## src/hw/rst_seq_pkg.sv

```systemverilog
// Purpose: Shared constants and types for the microcontroller reset sequencer.
// Assumes: The system clock is the oscillator clock; one machine cycle is twelve oscillator periods.
// Notes:   Times are given in machine cycles; cycle counts are derived from them.

package rst_seq_pkg;

   // Oscillator periods in one machine cycle
   localparam int OSC_PER_MC     = 12;

   // Times in machine cycles
   localparam int EXT_MIN_MC     = 2;
   localparam int WDT_PULSE_MC   = 3;
   localparam int WAKE_PULSE_MC  = 6144;
   localparam int CAN_STRETCH_MC = 8192;

   // Same times in oscillator clock cycles
   localparam int EXT_MIN_CYC     = EXT_MIN_MC * OSC_PER_MC;
   localparam int WDT_PULSE_CYC   = WDT_PULSE_MC * OSC_PER_MC;
   localparam int WAKE_PULSE_CYC  = WAKE_PULSE_MC * OSC_PER_MC;
   localparam int CAN_STRETCH_CYC = CAN_STRETCH_MC * OSC_PER_MC;

   // Core registers that reset loads, by index
   localparam int NUM_SFR  = 12;
   localparam int SFR_IW   = 4;
   localparam int IDX_ACC  = 0;
   localparam int IDX_B    = 1;
   localparam int IDX_DPL  = 2;
   localparam int IDX_DPH  = 3;
   localparam int IDX_PSW  = 4;
   localparam int IDX_PCL  = 5;
   localparam int IDX_PCH  = 6;
   localparam int IDX_SP   = 7;
   localparam int IDX_P0   = 8;
   localparam int IDX_P4   = 11;

   // Reset values
   localparam logic [7:0] ZERO_RST = 8'h00;
   localparam logic [7:0] SP_RST   = 8'h07;
   localparam logic [7:0] PORT_RST = 8'hff;

   // Sequencer states, one-hot
   typedef enum logic [2:0] {
      ST_RUN      = 3'b001,
      ST_FULL     = 3'b010,
      ST_KEEP_CAN = 3'b100
   } rst_state_t;

endpackage : rst_seq_pkg
```

## src/hw/mcu_reset_sequencer.sv

```systemverilog
// Purpose: Reset sequencer: qualifies the reset pin, merges watchdog and wake-up pulses.
// Assumes: Inputs synchronous to CLK_SYS; CLK_SYS is the oscillator clock.
// Notes:   Drives the reset pin high through a pull-up; the pin level is read back on RST_PIN_IN.
//
// Functional notes
// - Address-latch and program-store strobes are driven high during reset.
// - Watchdog overflow pulls reset pin high for exactly three machine cycles.
// - CAN wake-up in power-down pulls reset pin high for 6144 machine cycles.
// - Wake-up reset leaves CAN controller and its registers untouched.
// - Internal pulses reset the device whatever level the pin shows.
// - Reset leaves main and auxiliary RAM contents unchanged.
// - Reset loads ACC, B, DPTR, PSW, PC zero, SP seven, ports all ones.
// - Pin held high beyond 8192 machine cycles also resets CAN controller.
// - Wake-up acts only if CAN interrupt source and global enable set.

`timescale 1ns/100ps
`default_nettype none

module mcu_reset_sequencer
   import rst_seq_pkg::*;
#(
   parameter int WAKE_CYC    = rst_seq_pkg::WAKE_PULSE_CYC,
   parameter int STRETCH_CYC = rst_seq_pkg::CAN_STRETCH_CYC
) (
   // Clock and reset
   input  wire logic                              CLK_SYS,
   input  wire logic                              RST_N,
   // Reset pin, open-drain style pull-up
   input  wire logic                              RST_PIN_IN,
   output var  logic                              RST_PIN_OUT,
   output var  logic                              RST_PIN_OE,
   // Reset sources and enables
   input  wire logic                              WDT_OVERFLOW,
   input  wire logic                              POWER_DOWN,
   input  wire logic                              CAN_WAKE,
   input  wire logic                              CAN_INT_EN,
   input  wire logic                              GLOBAL_INT_EN,
   // Bus strobes from the core, and to the pins
   input  wire logic                              ALE_CORE,
   input  wire logic                              PROGRAM_STORE_CORE,
   output var  logic                              ADDR_LATCH_STROBE,
   output var  logic                              PROGRAM_STORE_STROBE,
   // Core register write port
   input  wire logic                              SFR_WE,
   input  wire logic [rst_seq_pkg::SFR_IW-1:0]    SFR_IDX,
   input  wire logic [7:0]                        SFR_WDATA,
   // Reset outputs and register contents
   output var  logic                              CORE_RESET,
   output var  logic                              CAN_RESET,
   output var  logic                              RAM_WRITE_ALLOW,
   output var  logic [rst_seq_pkg::NUM_SFR*8-1:0] SFR_VALUES
);

   import rst_seq_pkg::*;

   // Counter widths follow the parameters and the watchdog pulse length
   localparam int PW = $clog2(STRETCH_CYC + 2);
   localparam int WW = $clog2(WAKE_CYC + 1);
   localparam int DW = $clog2(WDT_PULSE_CYC + 1);

   // Refuse settings the counters cannot serve
   if (WAKE_CYC < 1 || STRETCH_CYC < EXT_MIN_CYC) begin : g_bad_param
      $error("mcu_reset_sequencer: WAKE_CYC or STRETCH_CYC out of range");
   end

   // All state of the sequencer
   typedef struct packed {
      rst_state_t                  state;
      logic [PW-1:0]               pin_cnt;
      logic [DW-1:0]               wdt_cnt;
      logic [WW-1:0]               wake_cnt;
      logic                        pin_oe;
      logic                        core_rst;
      logic                        can_rst;
      logic                        ale;
      logic                        prog_store;
      logic                        ram_ok;
      logic [NUM_SFR-1:0][7:0]     sfr;
   } seq_state_t;

   // Reset value of one core register
   function automatic logic [7:0] sfr_reset_value(input int idx);
      logic [7:0] v;
      v = ZERO_RST;
      if (idx == IDX_SP) begin
         v = SP_RST;
      end
      if (idx >= IDX_P0 && idx <= IDX_P4) begin
         v = PORT_RST;
      end
      return v;
   endfunction : sfr_reset_value

   // Whole-state reset image; device comes up in full reset
   function automatic seq_state_t reset_image();
      seq_state_t r;
      r          = '0;
      r.state    = ST_FULL;
      r.core_rst = 1'b1;
      r.can_rst  = 1'b1;
      r.ale      = 1'b1;
      r.prog_store = 1'b1;
      r.ram_ok   = 1'b0;
      for (int i = 0; i < NUM_SFR; i++) begin
         r.sfr[i] = sfr_reset_value(i);
      end
      return r;
   endfunction : reset_image

   localparam seq_state_t RESET_STATE = reset_image();

   seq_state_t s;
   seq_state_t next_s;

   logic wake_start;
   logic pin_high;
   logic hold;
   logic ext_ok;
   logic stretched;

   // Next-state logic
   always_comb begin
      next_s = s;

      // Wake-up is honoured only from power-down with both enables set
      wake_start = POWER_DOWN & CAN_WAKE & CAN_INT_EN & GLOBAL_INT_EN
                   & (s.wake_cnt == '0);

      // Watchdog pulse: restart on every overflow
      if (WDT_OVERFLOW) begin
         next_s.wdt_cnt = DW'(WDT_PULSE_CYC);
      end else if (s.wdt_cnt != '0) begin
         next_s.wdt_cnt = s.wdt_cnt - 1'b1;
      end

      // Wake-up pulse
      if (wake_start) begin
         next_s.wake_cnt = WW'(WAKE_CYC);
      end else if (s.wake_cnt != '0) begin
         next_s.wake_cnt = s.wake_cnt - 1'b1;
      end

      // Pull-up active while either pulse counter runs
      next_s.pin_oe = (next_s.wdt_cnt != '0) | (next_s.wake_cnt != '0);

      // Pin level as seen: our own pull-up counts even if the board holds it low
      pin_high = RST_PIN_IN | s.pin_oe;
      if (!pin_high) begin
         next_s.pin_cnt = '0;
      end else if (s.pin_cnt <= PW'(STRETCH_CYC)) begin
         next_s.pin_cnt = s.pin_cnt + 1'b1;                           // Saturates just past the limit
      end

      // Pin qualified after the minimum high time
      ext_ok    = next_s.pin_cnt >= PW'(EXT_MIN_CYC);
      stretched = next_s.pin_cnt > PW'(STRETCH_CYC);

      // Hold reset while pin qualified or a pulse runs
      hold = ext_ok | next_s.pin_oe;

      // Sequencer: wake-only reset spares the CAN controller
      case (s.state)
         ST_RUN: begin
            if (hold) begin
               if (next_s.wake_cnt != '0 && next_s.wdt_cnt == '0 && !ext_ok) begin
                  next_s.state = ST_KEEP_CAN;
               end else begin
                  next_s.state = ST_FULL;
               end
            end
         end
         ST_KEEP_CAN: begin
            if (!hold) begin
               next_s.state = ST_RUN;
            end else if (stretched || WDT_OVERFLOW) begin
               next_s.state = ST_FULL;
            end
         end
         ST_FULL: begin
            if (!hold) begin
               next_s.state = ST_RUN;
            end
         end
         default: begin
            next_s.state = ST_FULL;
         end
      endcase

      next_s.core_rst = (next_s.state != ST_RUN);
      next_s.can_rst  = (next_s.state == ST_FULL);

      // Strobes forced high while in reset; board must leave them alone
      next_s.ale  = next_s.core_rst | ALE_CORE;
      next_s.prog_store = next_s.core_rst | PROGRAM_STORE_CORE;

      // RAM writes blocked in reset so its contents survive
      next_s.ram_ok = ~next_s.core_rst;

      // Core registers: reset values in reset, else core writes
      for (int i = 0; i < NUM_SFR; i++) begin
         if (next_s.core_rst) begin
            next_s.sfr[i] = sfr_reset_value(i);
         end else if (SFR_WE && SFR_IDX == SFR_IW'(i)) begin
            next_s.sfr[i] = SFR_WDATA;
         end
      end
   end

   // State register
   always_ff @(posedge CLK_SYS or negedge RST_N) begin
      if (!RST_N) begin
         s <= RESET_STATE;
      end else begin
         s <= next_s;
      end
   end

   // Outputs straight from flip-flops
   assign RST_PIN_OUT          = s.pin_oe;
   assign RST_PIN_OE           = s.pin_oe;
   assign ADDR_LATCH_STROBE    = s.ale;
   assign PROGRAM_STORE_STROBE = s.prog_store;
   assign CORE_RESET           = s.core_rst;
   assign CAN_RESET            = s.can_rst;
   assign RAM_WRITE_ALLOW      = s.ram_ok;
   assign SFR_VALUES           = s.sfr;

endmodule : mcu_reset_sequencer

`default_nettype wire

```

## config.mk

```make
export PLATFORM = sky130hd
export DESIGN_NAME = mcu_reset_sequencer
export DESIGN_NICKNAME = d
export VERILOG_FILES = /design/src/hw/rst_seq_pkg.sv /design/src/hw/mcu_reset_sequencer.sv
export SDC_FILE = /design/constraint.sdc
export NUM_CORES = 1
export LEC_CHECK = 0
export BUFFER_PORTS_ARGS = -buffer_cell sky130_fd_sc_hd__buf_2
export CAP_MARGIN = 10
export CORE_AREA = 2 2 147 149
export DETAILED_ROUTE_END_ITERATION = 12
export DIE_AREA = 0 0 149 151
export GPL_ROUTABILITY_DRIVEN = 0
export PLACE_DENSITY = 0.65
export SYNTH_ARGS = -nofsm -noshare
export SYNTH_HDL_FRONTEND = slang
export SYNTH_SLANG_ARGS = --single-unit
```

## constraint.sdc

```tcl
create_clock -name CLK_SYS -period 2.9 [get_ports CLK_SYS]
set_clock_uncertainty 0.2 [all_clocks]
set_input_delay 0 -clock CLK_SYS [delete_from_list [all_inputs] [get_ports CLK_SYS]]
set_output_delay 0 -clock CLK_SYS [all_outputs]
set_load 0.03 [all_outputs]
```

Yosys cells after proc, flatten, opt, wreduce, memory -nomap -nowiden --
Index checks and enable logic that the tools add are counted.
Operators by class: $lt $le $gt $ge 3, muxes and demuxes 36, bitwise gates (word level) 10, add/sub/neg operators 3, reduce and logical (&&, ||, !) cells 35, equal/unequal tests 16
Operators by type and width (number):
- 8-bit two-way mux | 24
- 17-bit two-way mux | 4
- 17-bit nonzero test | 2
- 2-bit nonzero test | 12
- 17-bit by 1-bit adder with 17-bit output, second input constant | 1
- 17-bit by 5-bit >= comparator with 1-bit output, second input constant | 1
- 17-bit > comparator, second input constant | 1
- 17-bit <= comparator, second input constant | 1
- 17-bit logical NOT | 1
- 17-bit by 1-bit subtractor with 17-bit output, second input constant | 1
- 4-bit by 3-bit equality test with 1-bit output, second input constant | 4
- 4-bit equality test, second input constant | 4
- 3-bit two-way mux | 5
- 1-bit logical AND | 14
- 6-bit two-way mux | 2
- 6-bit nonzero test | 2
- 3-bit case mux with 3 select lines | 1
- 4-bit by 2-bit equality test with 1-bit output, second input constant | 2
- 3-bit by 2-bit equality test with 1-bit output, second input constant | 2
- 6-bit logical NOT | 1
- 6-bit by 1-bit subtractor with 6-bit output, second input constant | 1
- 1-bit bitwise OR | 5
- 1-bit bitwise AND | 4
- 4-bit by 1-bit equality test with 1-bit output, second input constant | 1
- other kinds (7) | 7
Storage, ports and cells: input port bits 23, register bits 145, word-level logic and storage cells 125, output and inout bits 103

Logic depth before layout (Yosys ltp) --
Gate-level depths: netlist of the first run.
depth in word-level cells 13, depth in mapped cells 12, depth with buffers taken out 9

Least setup slack after synthesis of the first run --
Ideal clock, no wire load.
kind register to register, from register s[102] (netlist bit), to register s, in the netlist ADDR_LATCH_STROBE, slack -289 ps, arrival 2901 ps, required time 2612 ps, cell stages (with the launch flop) 12, path buffers 2, period minus slack after synthesis 3189 ps, setup time 88 ps, cell sequence dfrtp_1 -> inv_1 -> ha_1 -> or4b_1 -> buf_2 -> nor4_1 -> mux2i_1 -> o211ai_2 -> nor4b_4 -> nand4_1 -> buf_2 -> or3_1
RTL lines:
- from (decl) | RTL line mcu_reset_sequencer.sv:112 | seq_state_t s;
- from (signal assigned) | RTL line mcu_reset_sequencer.sv:214 | s <= next_s;

Worst setup path after layout of the first run --
from register s[102] (netlist bit), to register s, in the netlist SFR_VALUES[56]
Between the ends: cells in the longest elaborated chain, start to end 11, elaborated cells between the ends (all ways) 19, classes of those cells add/sub: 1; eq/ne: 1; mux: 8; bitwise: 3; reduce/logical: 6
RTL lines:
- 17-bit by 1-bit subtractor with 17-bit output, or another cell as far along | RTL line mcu_reset_sequencer.sv:140 | next_s.wake_cnt = s.wake_cnt - 1'b1;
- 17-bit two-way mux or 1-bit bitwise AND (tied branches) | RTL line mcu_reset_sequencer.sv:139, mcu_reset_sequencer.sv:127
- 17-bit two-way mux * | RTL line mcu_reset_sequencer.sv:137 | if (wake_start) begin
- 17-bit nonzero test * | RTL line mcu_reset_sequencer.sv:144, mcu_reset_sequencer.sv:165
- 1-bit logical AND (2 in a row) | RTL line mcu_reset_sequencer.sv:165 | if (next_s.wake_cnt != '0 && next_s.wdt_cnt == '0 && !ext_ok) begin
- 3-bit two-way mux | RTL line mcu_reset_sequencer.sv:165
- 3-bit two-way mux | RTL line mcu_reset_sequencer.sv:164 | if (hold) begin
- 3-bit case mux with 3 select lines * | RTL line mcu_reset_sequencer.sv:162 | case (s.state)
- 3-bit by 1-bit inequality test with 1-bit output * | RTL line mcu_reset_sequencer.sv:189 | next_s.core_rst = (next_s.state != ST_RUN);
- 8-bit two-way mux or 2-bit nonzero test (tied branches)
Mark *: on every way between the ends. The rest lies on a longest branch, timed or not. A chain may end at the register's enable or synchronous reset.

==> results of run 1 <==
sequential cells by signal, indices dropped and copies added, names as in the netlist:
signal	flops
SFR_VALUES	96
s	43
ADDR_LATCH_STROBE	1
CAN_RESET	1
CORE_RESET	1
PROGRAM_STORE_STROBE	1
RAM_WRITE_ALLOW	1
RST_PIN_OE	1
cell type report:
cell class                      count  area [sq um]  share of cell area [%]
Multi-Input combinational cell    490          3760                    37.1
Tap cell                          275           344                    3.39
Sequential cell                   145          3680                    36.3
Inverter                           10          37.5                   0.370
Clock buffer                       21           483                    4.76
Antenna cell                        1          2.50                  0.0247
Timing Repair Buffer              242          1730                    17.0
Clock inverter                     11           111                    1.10
through the flow:
stage          worst slack [ns]  hold WS, ns  instances  total power (W)
3_5_place_dp             -0.201       -0.136       1133          0.00301
3_3_place_gp             -0.122       -0.125       1133          0.00300
5_1_grt                  -0.370       0.0452       1195          0.00546
2_1_floorplan            -0.166       -0.496        791          0.00268
4_1_cts                  -0.138       0.0190       1184          0.00524
6_report                 -0.206       0.0394       1195          0.00521
final timing paths:
kind                       slack [ns]        endpoint           start  cells past startpoint
min                              0.04  SFR_VALUES[59]      SFR_IDX[0]                      5
max                             -0.21  SFR_VALUES[56]          s[102]                     11
min reg2reg                      0.35  SFR_VALUES[30]  SFR_VALUES[30]                      2
min in group asynchronous        0.51          s[138]           RST_N                      3
max reg2reg                     -0.21  SFR_VALUES[56]          s[102]                     11
max in group asynchronous        0.97          s[135]           RST_N                      4
cell usage after synthesis (all sizes together) (3+ instances only):
| cell | n | area [sq um] |
|---|---|---|
| dfstp | 40 | 1050 |
| o31ai | 3 | 22.5 |
| nand3 | 50 | 250 |
| o32a | 5 | 50.1 |
| a41oi | 3 | 26.3 |
| clkbuf | 27 | 101 |
| a21o | 3 | 22.5 |
| nor4 | 9 | 62.6 |
| ha | 6 | 75.1 |
| a211oi | 3 | 22.5 |
| and3 | 3 | 18.8 |
| nor3b | 3 | 22.5 |
| a211o | 3 | 26.3 |
| nor3 | 76 | 626 |
| inv | 10 | 37.5 |
| o211ai | 5 | 42.5 |
| nor4b | 4 | 50.1 |
| nand4b | 3 | 26.3 |
| xnor2 | 16 | 140 |
| nand2b | 10 | 62.6 |
| and2 | 7 | 43.8 |
| mux2i | 101 | 1010 |
| o21ai | 17 | 85.1 |
| buf | 119 | 860 |
| nand4 | 11 | 68.8 |
| a21oi | 11 | 55.1 |
| nand3b | 5 | 37.5 |
| or2 | 4 | 25.0 |
| nor2b | 5 | 31.3 |
| dfrtp | 105 | 2630 |
| xor2 | 10 | 87.6 |
| or3 | 8 | 50.1 |
| or4 | 7 | 56.3 |
| nor2 | 48 | 180 |
| nand2 | 32 | 120 |
power by group:
group | internal [W] | switching (W) | total, W
Clock | 0.00130 | 0.000904 | 0.00221
Sequential | 0.00211 | 0.0000980 | 0.00221
Combinational | 0.000376 | 0.000420 | 0.000796
worst max-delay path, delay by kind of cell, from the launching register on:
kind,cells,cell delay [ns]
flops,1,0.39
compound gates,2,0.24
buf+inv,3,0.42
fa+ha+maj,1,0.12
simple gates,5,1.63
layer usage:
metal	global-route usage, %	vias to the layer above
li1	-	2943
met5	0	-
met3	3.89	13
met1	25.2	3074
met2	29.9	161
met4	5.90	0
logic make-up (layout without fill, tap and decap cells):
logic type                 Yosys count  in the layout  synth area share (%)
AOI/OAI and AO/OA                   66             66                  5.70
xor gates and xnor gates            26             26                  2.76
adders and majority gates            6              6                 0.910
buffers and inverters              156            284                  12.1
DFF                                145            145                  44.6
muxes                              103            103                  12.5
other                                0              1                     0
and+or+nand+nor                    289            289                  21.4
cell usage in the layout (no fill, tap or decap), types with 5 or more instances in the layout:
cell	synthesis	layout
nor3_2	49	51
nor4_1	8	7
nand2_1	32	32
xnor2_1	16	16
nand4_1	11	11
buf_2	9	124
dfrtp_1	105	105
or3_1	8	8
dlygate4sd3_1	0	17
o32a_1	5	5
o21ai_0	17	16
nor3_1	27	17
nor3_4	0	8
xor2_1	10	10
nand3b_1	5	5
a21oi_1	11	11
nor2b_1	5	5
or4_1	6	6
and2_1	7	7
dfstp_2	40	40
mux2i_1	101	101
nand2b_1	10	10
clkbuf_16	0	22
buf_4	97	87
nor2_1	48	48
nand3_1	50	49
inv_1	10	8
inv_6	0	6
ha_1	6	5
what timing repair did:
item / 4_1_cts / 5_1_grt
endpoints found under the setup margin: 103 / 104
pin swaps: 2 / 9
gates resized for setup: 18 / 16
hold buffers: 17 / 0
hold endpoints to repair: 201 / 0
setup buffers: 0 / 6
cloned: 2 / 4
==> impl_metrics.tcl, run 1 <==
set metrics [dict create \
    status "finished, violations left" \
    violations "negative setup slack" \
    syn_area_sq_um 8250 \
    wl_met3_um 1040 \
    layout.nets 935 \
    cts_sinks 145 \
    fmax_mhz 322 \
    final_design_area_no_fill_sq_um 10100 \
    synth_edf_count 0 \
    ys_warn_count 0 \
    io_buffers 125 \
    async_flop_share_pct 100 \
    highest-signal-layer "met4" \
    hold_viol_final 0 \
    crit_chain "inv_2 -> ha_4 -> or4b_4 -> or4_4 -> o221ai_2 -> o211ai_2 -> nor4b_4 -> buf_4 -> and4_4 -> clkbuf_16 -> nand3_1" \
    leakage_nw 4.37 \
    finalWorstSetupSlack_ns -0.206 \
    synthFlopType "dfrtp_1" \
    htreeDepth 4 \
    fin_crit_ns 3.11 \
    critical_path_peak_fanout 9 \
    ir_drop_uv 347 \
    first_pass_iters 4 \
    antenna_found_initial 1 \
    tns_ns -16.64 \
    dp_hpwl_um 13900 \
    clk_path_buf_depth 2 \
    syn_inst 791 \
    wirelength_um 21200 \
    grt_pass1_wl_um 32800 \
    wire_per_inst_um 17.7 \
    hold_class "in -> reg" \
    syn_nets 820 \
    cp-start-kind "flip-flop" \
    yosys.cell_types.count 57 \
    ios 126 \
    finalMaxSlewViolations 0 \
    cpMaxStageDelayCell "or4_4" \
    min_period_over_period_pct 107 \
    rsz0062_at_grt "true" \
    maxCapViolCount 0 \
    syn2layout_area_growth_pct 22.9 \
    drive_above_1_share_pct 41.5 \
    placed_cell_area_sq_um 9020 \
    vias 6191 \
    clk_transition_reported_paths_ns 0.06 \
    worstPathArrival_ns 3.23 \
    ys_seq_area_share_pct 44.6 \
    core_area_sq_um 20800 \
    critical_path_class "reg -> reg" \
    end_kind "flip-flop" \
    fp.dieW_um 149 \
    cp_slowest_stage_delay_ns 0.49 \
    die_y_um 151 \
    post-route-util_pct 48.7 \
    vias_per_cell 5.18 \
    tightest_slew_ns 0.925 \
    worstSkewPairLatency_ns 0.42 \
    crit_required_ns 3.02 \
    powerDensity_nw_per_um2 514 \
    drtIter0Drc 333 \
    start_util_pct 39.6 \
    drc 0 \
    setup_violations 102 \
    cts_made_buffers 17 \
    rows 53 \
    grt-ovfl-total 0 \
    grt_max_degree 74 \
    slew-limit-headroom_pct 38.1 \
    met1_length_um 9540 \
    ys_ff_latch 145 \
    ant_nets 0 \
    met2WireLength_um 10300 \
    nFillCells 1886 \
    tritoncts "yes" \
    gr-usage-all-layers_pct 18.6 \
    syn_area_per_cell_sq_um 10.4 \
    dieArea_sq_um 22500 \
    clockRootBuffer "clkbuf_16" \
    first_global_vias 6075 \
]
No activity file was read; power rests on OpenSTA's default activity.
==> inputs of run 2 (changes only) <==
--- a/config.mk
+++ b/config.mk
@@ -7,11 +7,11 @@
 export LEC_CHECK = 0
 export BUFFER_PORTS_ARGS = -buffer_cell sky130_fd_sc_hd__buf_2
 export CAP_MARGIN = 10
-export CORE_AREA = 2 2 147 149
+export CORE_AREA = 2 2 129 131
 export DETAILED_ROUTE_END_ITERATION = 12
-export DIE_AREA = 0 0 149 151
+export DIE_AREA = 0 0 131 133
 export GPL_ROUTABILITY_DRIVEN = 0
-export PLACE_DENSITY = 0.65
+export PLACE_DENSITY = 0.8
 export SYNTH_ARGS = -nofsm -noshare
 export SYNTH_HDL_FRONTEND = slang
 export SYNTH_SLANG_ARGS = --single-unit
==> constraint.sdc (replaced) <==
create_clock -name CLK_SYS -period 2.9 [get_ports CLK_SYS]
set_clock_uncertainty 0.2 [all_clocks]
set_input_delay 0.435 -clock CLK_SYS [delete_from_list [all_inputs] [get_ports CLK_SYS]]
set_output_delay 0.435 -clock CLK_SYS [all_outputs]
set_load 0.03 [all_outputs]
==> impl_metrics.tcl, run 2 (same netlist as run 1, synthesis figures left out) <==
set metrics [dict create \
    reg2reg_from "s[102]" \
    fmax_mhz 319 \
    r2r_setup_slack_ns -0.23 \
    layout.cells.non_filler 1118 \
    power_w 0.00521 \
    hold_viol_final 0 \
    drtIter0Drc 480 \
    min_path_cells 2 \
    cts_made_buffers 17 \
    leakage_nw 4.23 \
    status "finished, violations left" \
    finalMaxSlewViolations 0 \
    antenna_found_initial 0 \
    hold_class "in -> reg" \
    syn2layout_area_growth_pct 18.5 \
    seqCellArea_sq_um 3680 \
    nFillCells 1269 \
    cp-start-kind "flip-flop" \
    multiInputGateArea_sq_um 3750 \
    antenna_cells 0 \
    hold_end "PROGRAM_STORE_STROBE" \
    final_design_area_no_fill_sq_um 9780 \
    post-route-util_pct 60.4 \
    placed_cell_area_sq_um 8960 \
    worstSkewPairLatency_ns 0.43 \
    ios 126 \
    tightest_slew_ns 0.660 \
    end_kind "flip-flop" \
    fp.dieW_um 131 \
    htreeDepth 4 \
    cts_sinks 145 \
    final_cell_mix "buf_2, dfrtp_1, mux2i_1" \
    fin_crit_ns 3.13 \
    first_global_vias 6182 \
    vias 6255 \
    core_area_sq_um 16200 \
    setup_violations 103 \
    finalHoldWorstSlack_ns 0.0219 \
    clk_path_buf_depth 2 \
    drc 0 \
    r2r-end "SFR_VALUES[59]" \
    largest_reg_flops 96 \
    clk_transition_reported_paths_ns 0.06 \
    layout.nets 914 \
    min_period_over_period_pct 108 \
    crit_required_ns 3.05 \
    ant_nets 0 \
    worstPathArrival_ns 3.28 \
    rsz0062_at_grt "true" \
    critical_path_peak_fanout 20 \
    rows 47 \
    clockRootBuffer "clkbuf_16" \
    drive_above_1_share_pct 41.4 \
    tritoncts "yes" \
    dieArea_sq_um 17400 \
    dp_hpwl_um 13500 \
    gr-usage-all-layers_pct 23.4 \
    worstHoldStart "PROGRAM_STORE_CORE" \
    finalWorstSetupSlack_ns -0.234 \
    slew-limit-headroom_pct 56.0 \
    worst_r2r_path_depth 11 \
    powerDensity_nw_per_um2 533 \
    violations "negative setup slack" \
    start_util_pct 51.0 \
    maxCapViolCount 0 \
    placed_cells 1077 \
    ir_drop_uv 488 \
    final_common_cell "buf_2" \
    grt-ovfl-total 0 \
    die_y_um 133 \
    wire_per_inst_um 18.1 \
    io_buffers 125 \
    grt_max_degree 74 \
    grt_pass1_wl_um 31700 \
    critical_path_class "reg -> reg" \
    first_pass_iters 6 \
    vias_per_cell 5.59 \
    wirelength_um 20200 \
]
[run 2: layout make-up]
type | count | share of cell area, %
well taps | 220 | 2.82
multi-input cells | 490 | 38.4
clock buffers | 20 | 4.47
repair buffers | 221 | 14.7
flip-flops and latches | 145 | 37.6
inverters | 10 | 0.384
clock inverters | 12 | 1.61
[run 2: worst max-delay path, stage by stage, from the launching register on]
cell,delay (ns)
dfrtp_1,0.40
inv_2,0.08
ha_4,0.12
or4b_4,0.49
or4_4,0.49
o221ai_2,0.08
o211ai_2,0.14
nor4b_4,0.32
nand4_1,0.16
buf_6,0.19
buf_12,0.17
nor3_4,0.20
[run 2: timing repair]
item | in CTS | in global routing
gates resized for setup | 9 | 20
cloned | 0 | 0
endpoints found under the setup margin | 104 | 104
hold buffers | 2 | 0
setup buffers | 4 | 4
hold endpoints to repair | 36 | 0
pin swaps | 2 | 7
[run 2: worst max-delay path by stage]
stage                     startpoint                 to  slack (ns)
after detailed placement      s[103]     SFR_VALUES[34]       -0.28
final                         s[102]     SFR_VALUES[59]       -0.23
after floorplan               s[102]  ADDR_LATCH_STROBE       -0.17
after global routing          s[102]     SFR_VALUES[24]       -0.38
after global placement        s[103]  ADDR_LATCH_STROBE        -0.1
after CTS                     s[103]     SFR_VALUES[52]       -0.12
[run 2: power by group]
part	switching, W	internal [W]
Clock	0.000886	0.00136
Sequential	0.0000958	0.00211
Combinational	0.000415	0.000346
[run 2: metrics by stage]
stage	TNS (ns)	worst slack, ns
floorplan	-8.31	-0.166
finish	-17.23	-0.234
global placement	-5.93	-0.0987
global route	-33.61	-0.379
CTS	-6.92	-0.123
detailed placement	-19.77	-0.281
[run 2: layer usage]
metal  track usage, %  part of all wire [%]  vias to the layer above  wire length [um]
li1                 -                     -                     2901                 -
met1             29.4                    42                     3085              8420
met2             38.8                    50                      231             10200
met3             5.94                   6.0                       38              1220
met4             8.75                   2.1                        0               422
met5                0                     0                        -                 0
==> inputs of run 3 (changes only) <==
--- a/config.mk
+++ b/config.mk
@@ -5,13 +5,14 @@
 export SDC_FILE = /design/constraint.sdc
 export NUM_CORES = 1
 export LEC_CHECK = 0
+export ABC_AREA = 1
 export BUFFER_PORTS_ARGS = -buffer_cell sky130_fd_sc_hd__buf_2
 export CAP_MARGIN = 10
-export CORE_AREA = 2 2 129 131
+export CORE_AREA = 2 2 131 133
 export DETAILED_ROUTE_END_ITERATION = 12
-export DIE_AREA = 0 0 131 133
+export DIE_AREA = 0 0 133 135
 export GPL_ROUTABILITY_DRIVEN = 0
-export PLACE_DENSITY = 0.8
+export PLACE_DENSITY = 0.81
 export SYNTH_ARGS = -nofsm -noshare
 export SYNTH_HDL_FRONTEND = slang
 export SYNTH_SLANG_ARGS = --single-unit
==> impl_metrics.tcl, run 3 <==
set metrics [dict create \
    status "finished, violations left" \
    violations "negative setup slack" \
    clockRootBuffer "clkbuf_16" \
    leakage_nw 5.34 \
    hold_class "in -> reg" \
    die_y_um 135 \
    rsz0062_at_grt "true" \
    tightest_slew_ns 0.689 \
    worstSkewPairLatency_ns 0.42 \
    final_cell_mix "nand2_1, nand4_1, inv_1" \
    yosys.cell_types.count 31 \
    ys_warn_count 0 \
    wire_per_inst_um 15.9 \
    worstPathArrival_ns 3.09 \
    clk_transition_reported_paths_ns 0.06 \
    cts_sinks 145 \
    fin_crit_ns 2.93 \
    vias 7646 \
    end_kind "flip-flop" \
    clk_path_buf_depth 2 \
    synth_top_area_share_pct 30.3 \
    syn_area_sq_um 8670 \
    syn_area_per_cell_sq_um 7.77 \
    wirelength_um 22100 \
    synthFlopType "dfrtp_1" \
    ys_ff_latch 145 \
    grt-ovfl-total 0 \
    critical_path_peak_fanout 28 \
    first_pass_iters 6 \
    maxCapViolCount 0 \
    cp-start-kind "flip-flop" \
    dp_hpwl_um 14600 \
    critical_path_class "reg -> reg" \
    hold_viol_final 0 \
    dpl_worst_slack_ns 0.0000380 \
    drc 0 \
    layout.nets 1190 \
    powerDensity_nw_per_um2 461 \
    syn_nets 1145 \
    ys_top_cells_by_area "dfrtp_1, nand4_1, dfstp_2" \
    crit_required_ns 3.06 \
    antenna_cells 0 \
    ys_seq_area_share_pct 42.4 \
    ios 126 \
    start_util_pct 52.8 \
    finalHoldWorstSlack_ns 0.0328 \
    vias_per_cell 5.48 \
    rows 47 \
    synth.most_common_cell "nand2_1" \
    placed_cell_area_sq_um 8880 \
    dieArea_sq_um 18000 \
    core_area_sq_um 16400 \
    io_buffers 125 \
    power_w 0.00456 \
    first_global_vias 6984 \
    setup_violations 26 \
    yosys.area.top_type "dfrtp_1" \
    grt_max_degree 83 \
    cts_made_buffers 17 \
    fmax_mhz 342 \
    ant_nets 0 \
    finalWorstSetupSlack_ns -0.0279 \
    final_design_area_no_fill_sq_um 9890 \
    finalMaxSlewViolations 0 \
    slew-limit-headroom_pct 54.1 \
    fp.dieW_um 133 \
    gr-usage-all-layers_pct 23.7 \
    nFillCells 1420 \
    layout.cells.non_filler 1394 \
    htreeDepth 4 \
    grt_pass1_wl_um 34100 \
    syn_inst 1116 \
    tritoncts "yes" \
    antenna_found_initial 0 \
    drtIter0Drc 607 \
    yosys-top-cells-count "nand2_1, nand4_1, inv_1" \
    largest_reg_flops 96 \
    drive_above_1_share_pct 25.0 \
    min_period_over_period_pct 101 \
    async_flop_share_pct 100 \
    syn2layout_area_growth_pct 14.2 \
    placed_cells 1342 \
    synth_edf_count 0 \
    final_common_cell "nand2_1" \
    ir_drop_uv 363 \
]
==> run 3: worst max-delay path, stage by stage (launching register included) <==
cell       delay (ns)
dfrtp_1          0.43
inv_2            0.10
ha_4             0.12
inv_2            0.03
nor2_1           0.09
nand2_1          0.11
nor2_4           0.21
nand2_4          0.14
nand2_8          0.13
nand3_2          0.10
nand2_2          0.08
nand4_1          0.10
nor2_2           0.16
nand2_2          0.09
nor2_4           0.18
buf_12           0.18
clkbuf_16        0.21
nand4_1          0.10
nand2_1          0.09
==> run 3: logic make-up after synthesis <==
group | count (synthesis) | synth area share [%]
buffers and inverters | 317 | 19.4
AOI/OAI and AO/OA | 18 | 1.18
adders and majority gates | 6 | 0.866
xor gates and xnor gates | 16 | 1.62
and+or+nand+nor | 614 | 34.5
DFF | 145 | 42.4
==> run 3: path summary, 6_finish.rpt <==
kind	end	cells after the start	startpoint	slack (ns)
worst max-delay path	SFR_VALUES[23]	18	s[126]	-0.03
worst min-delay path	s[121]	3	WDT_OVERFLOW	0.03
worst max register to register	SFR_VALUES[23]	18	s[126]	-0.03
worst min register to register	SFR_VALUES[89]	2	SFR_VALUES[89]	0.30
max in group asynchronous	SFR_VALUES[44]	3	RST_N	1.30
min in group asynchronous	RAM_WRITE_ALLOW	2	RST_N	0.42
==> run 3: final cells by class <==
class	count	area (sq um)	share of cell area, %
Sequential cell	145	3680	37.2
Multi-Input combinational cell	657	3470	35.1
Timing Repair Buffer	176	1260	12.7
Inverter	164	616	6.22
Clock buffer	22	494	4.99
Tap cell	220	275	2.78
Clock inverter	10	106	1.07
==> run 3: where the power goes <==
part | internal, W | switching, W
combinational | 0.0000789 | 0.000215
sequential | 0.00205 | 0.0000231
clock | 0.00137 | 0.000828
==> run 3: stage by stage <==
step | utilization [%] | setup TNS (ns)
floorplan | - | 0
global placement | 54.1 | 0
detailed placement | 54.1 | 0
CTS | 58.0 | 0
global route | 60.3 | -14.47
finish | 60.3 | -0.270
==> run 3: layer usage <==
layer / global-route usage, % / wire length [um]
met1: 30.9 / 9220
met2: 38.4 / 10900
met3: 5.37 / 1400
met4: 9.98 / 670
met5: 0 / 0
==> run 3: what timing repair did <==
item / in CTS / in global routing
resized for setup: 2 / 40
setup buffers: 0 / 8
cloned: 0 / 9
hold buffers: 2 / 1
endpoints found under the hold margin: 46 / 1
setup endpoints to repair: 5 / 104
pin swaps: 0 / 5
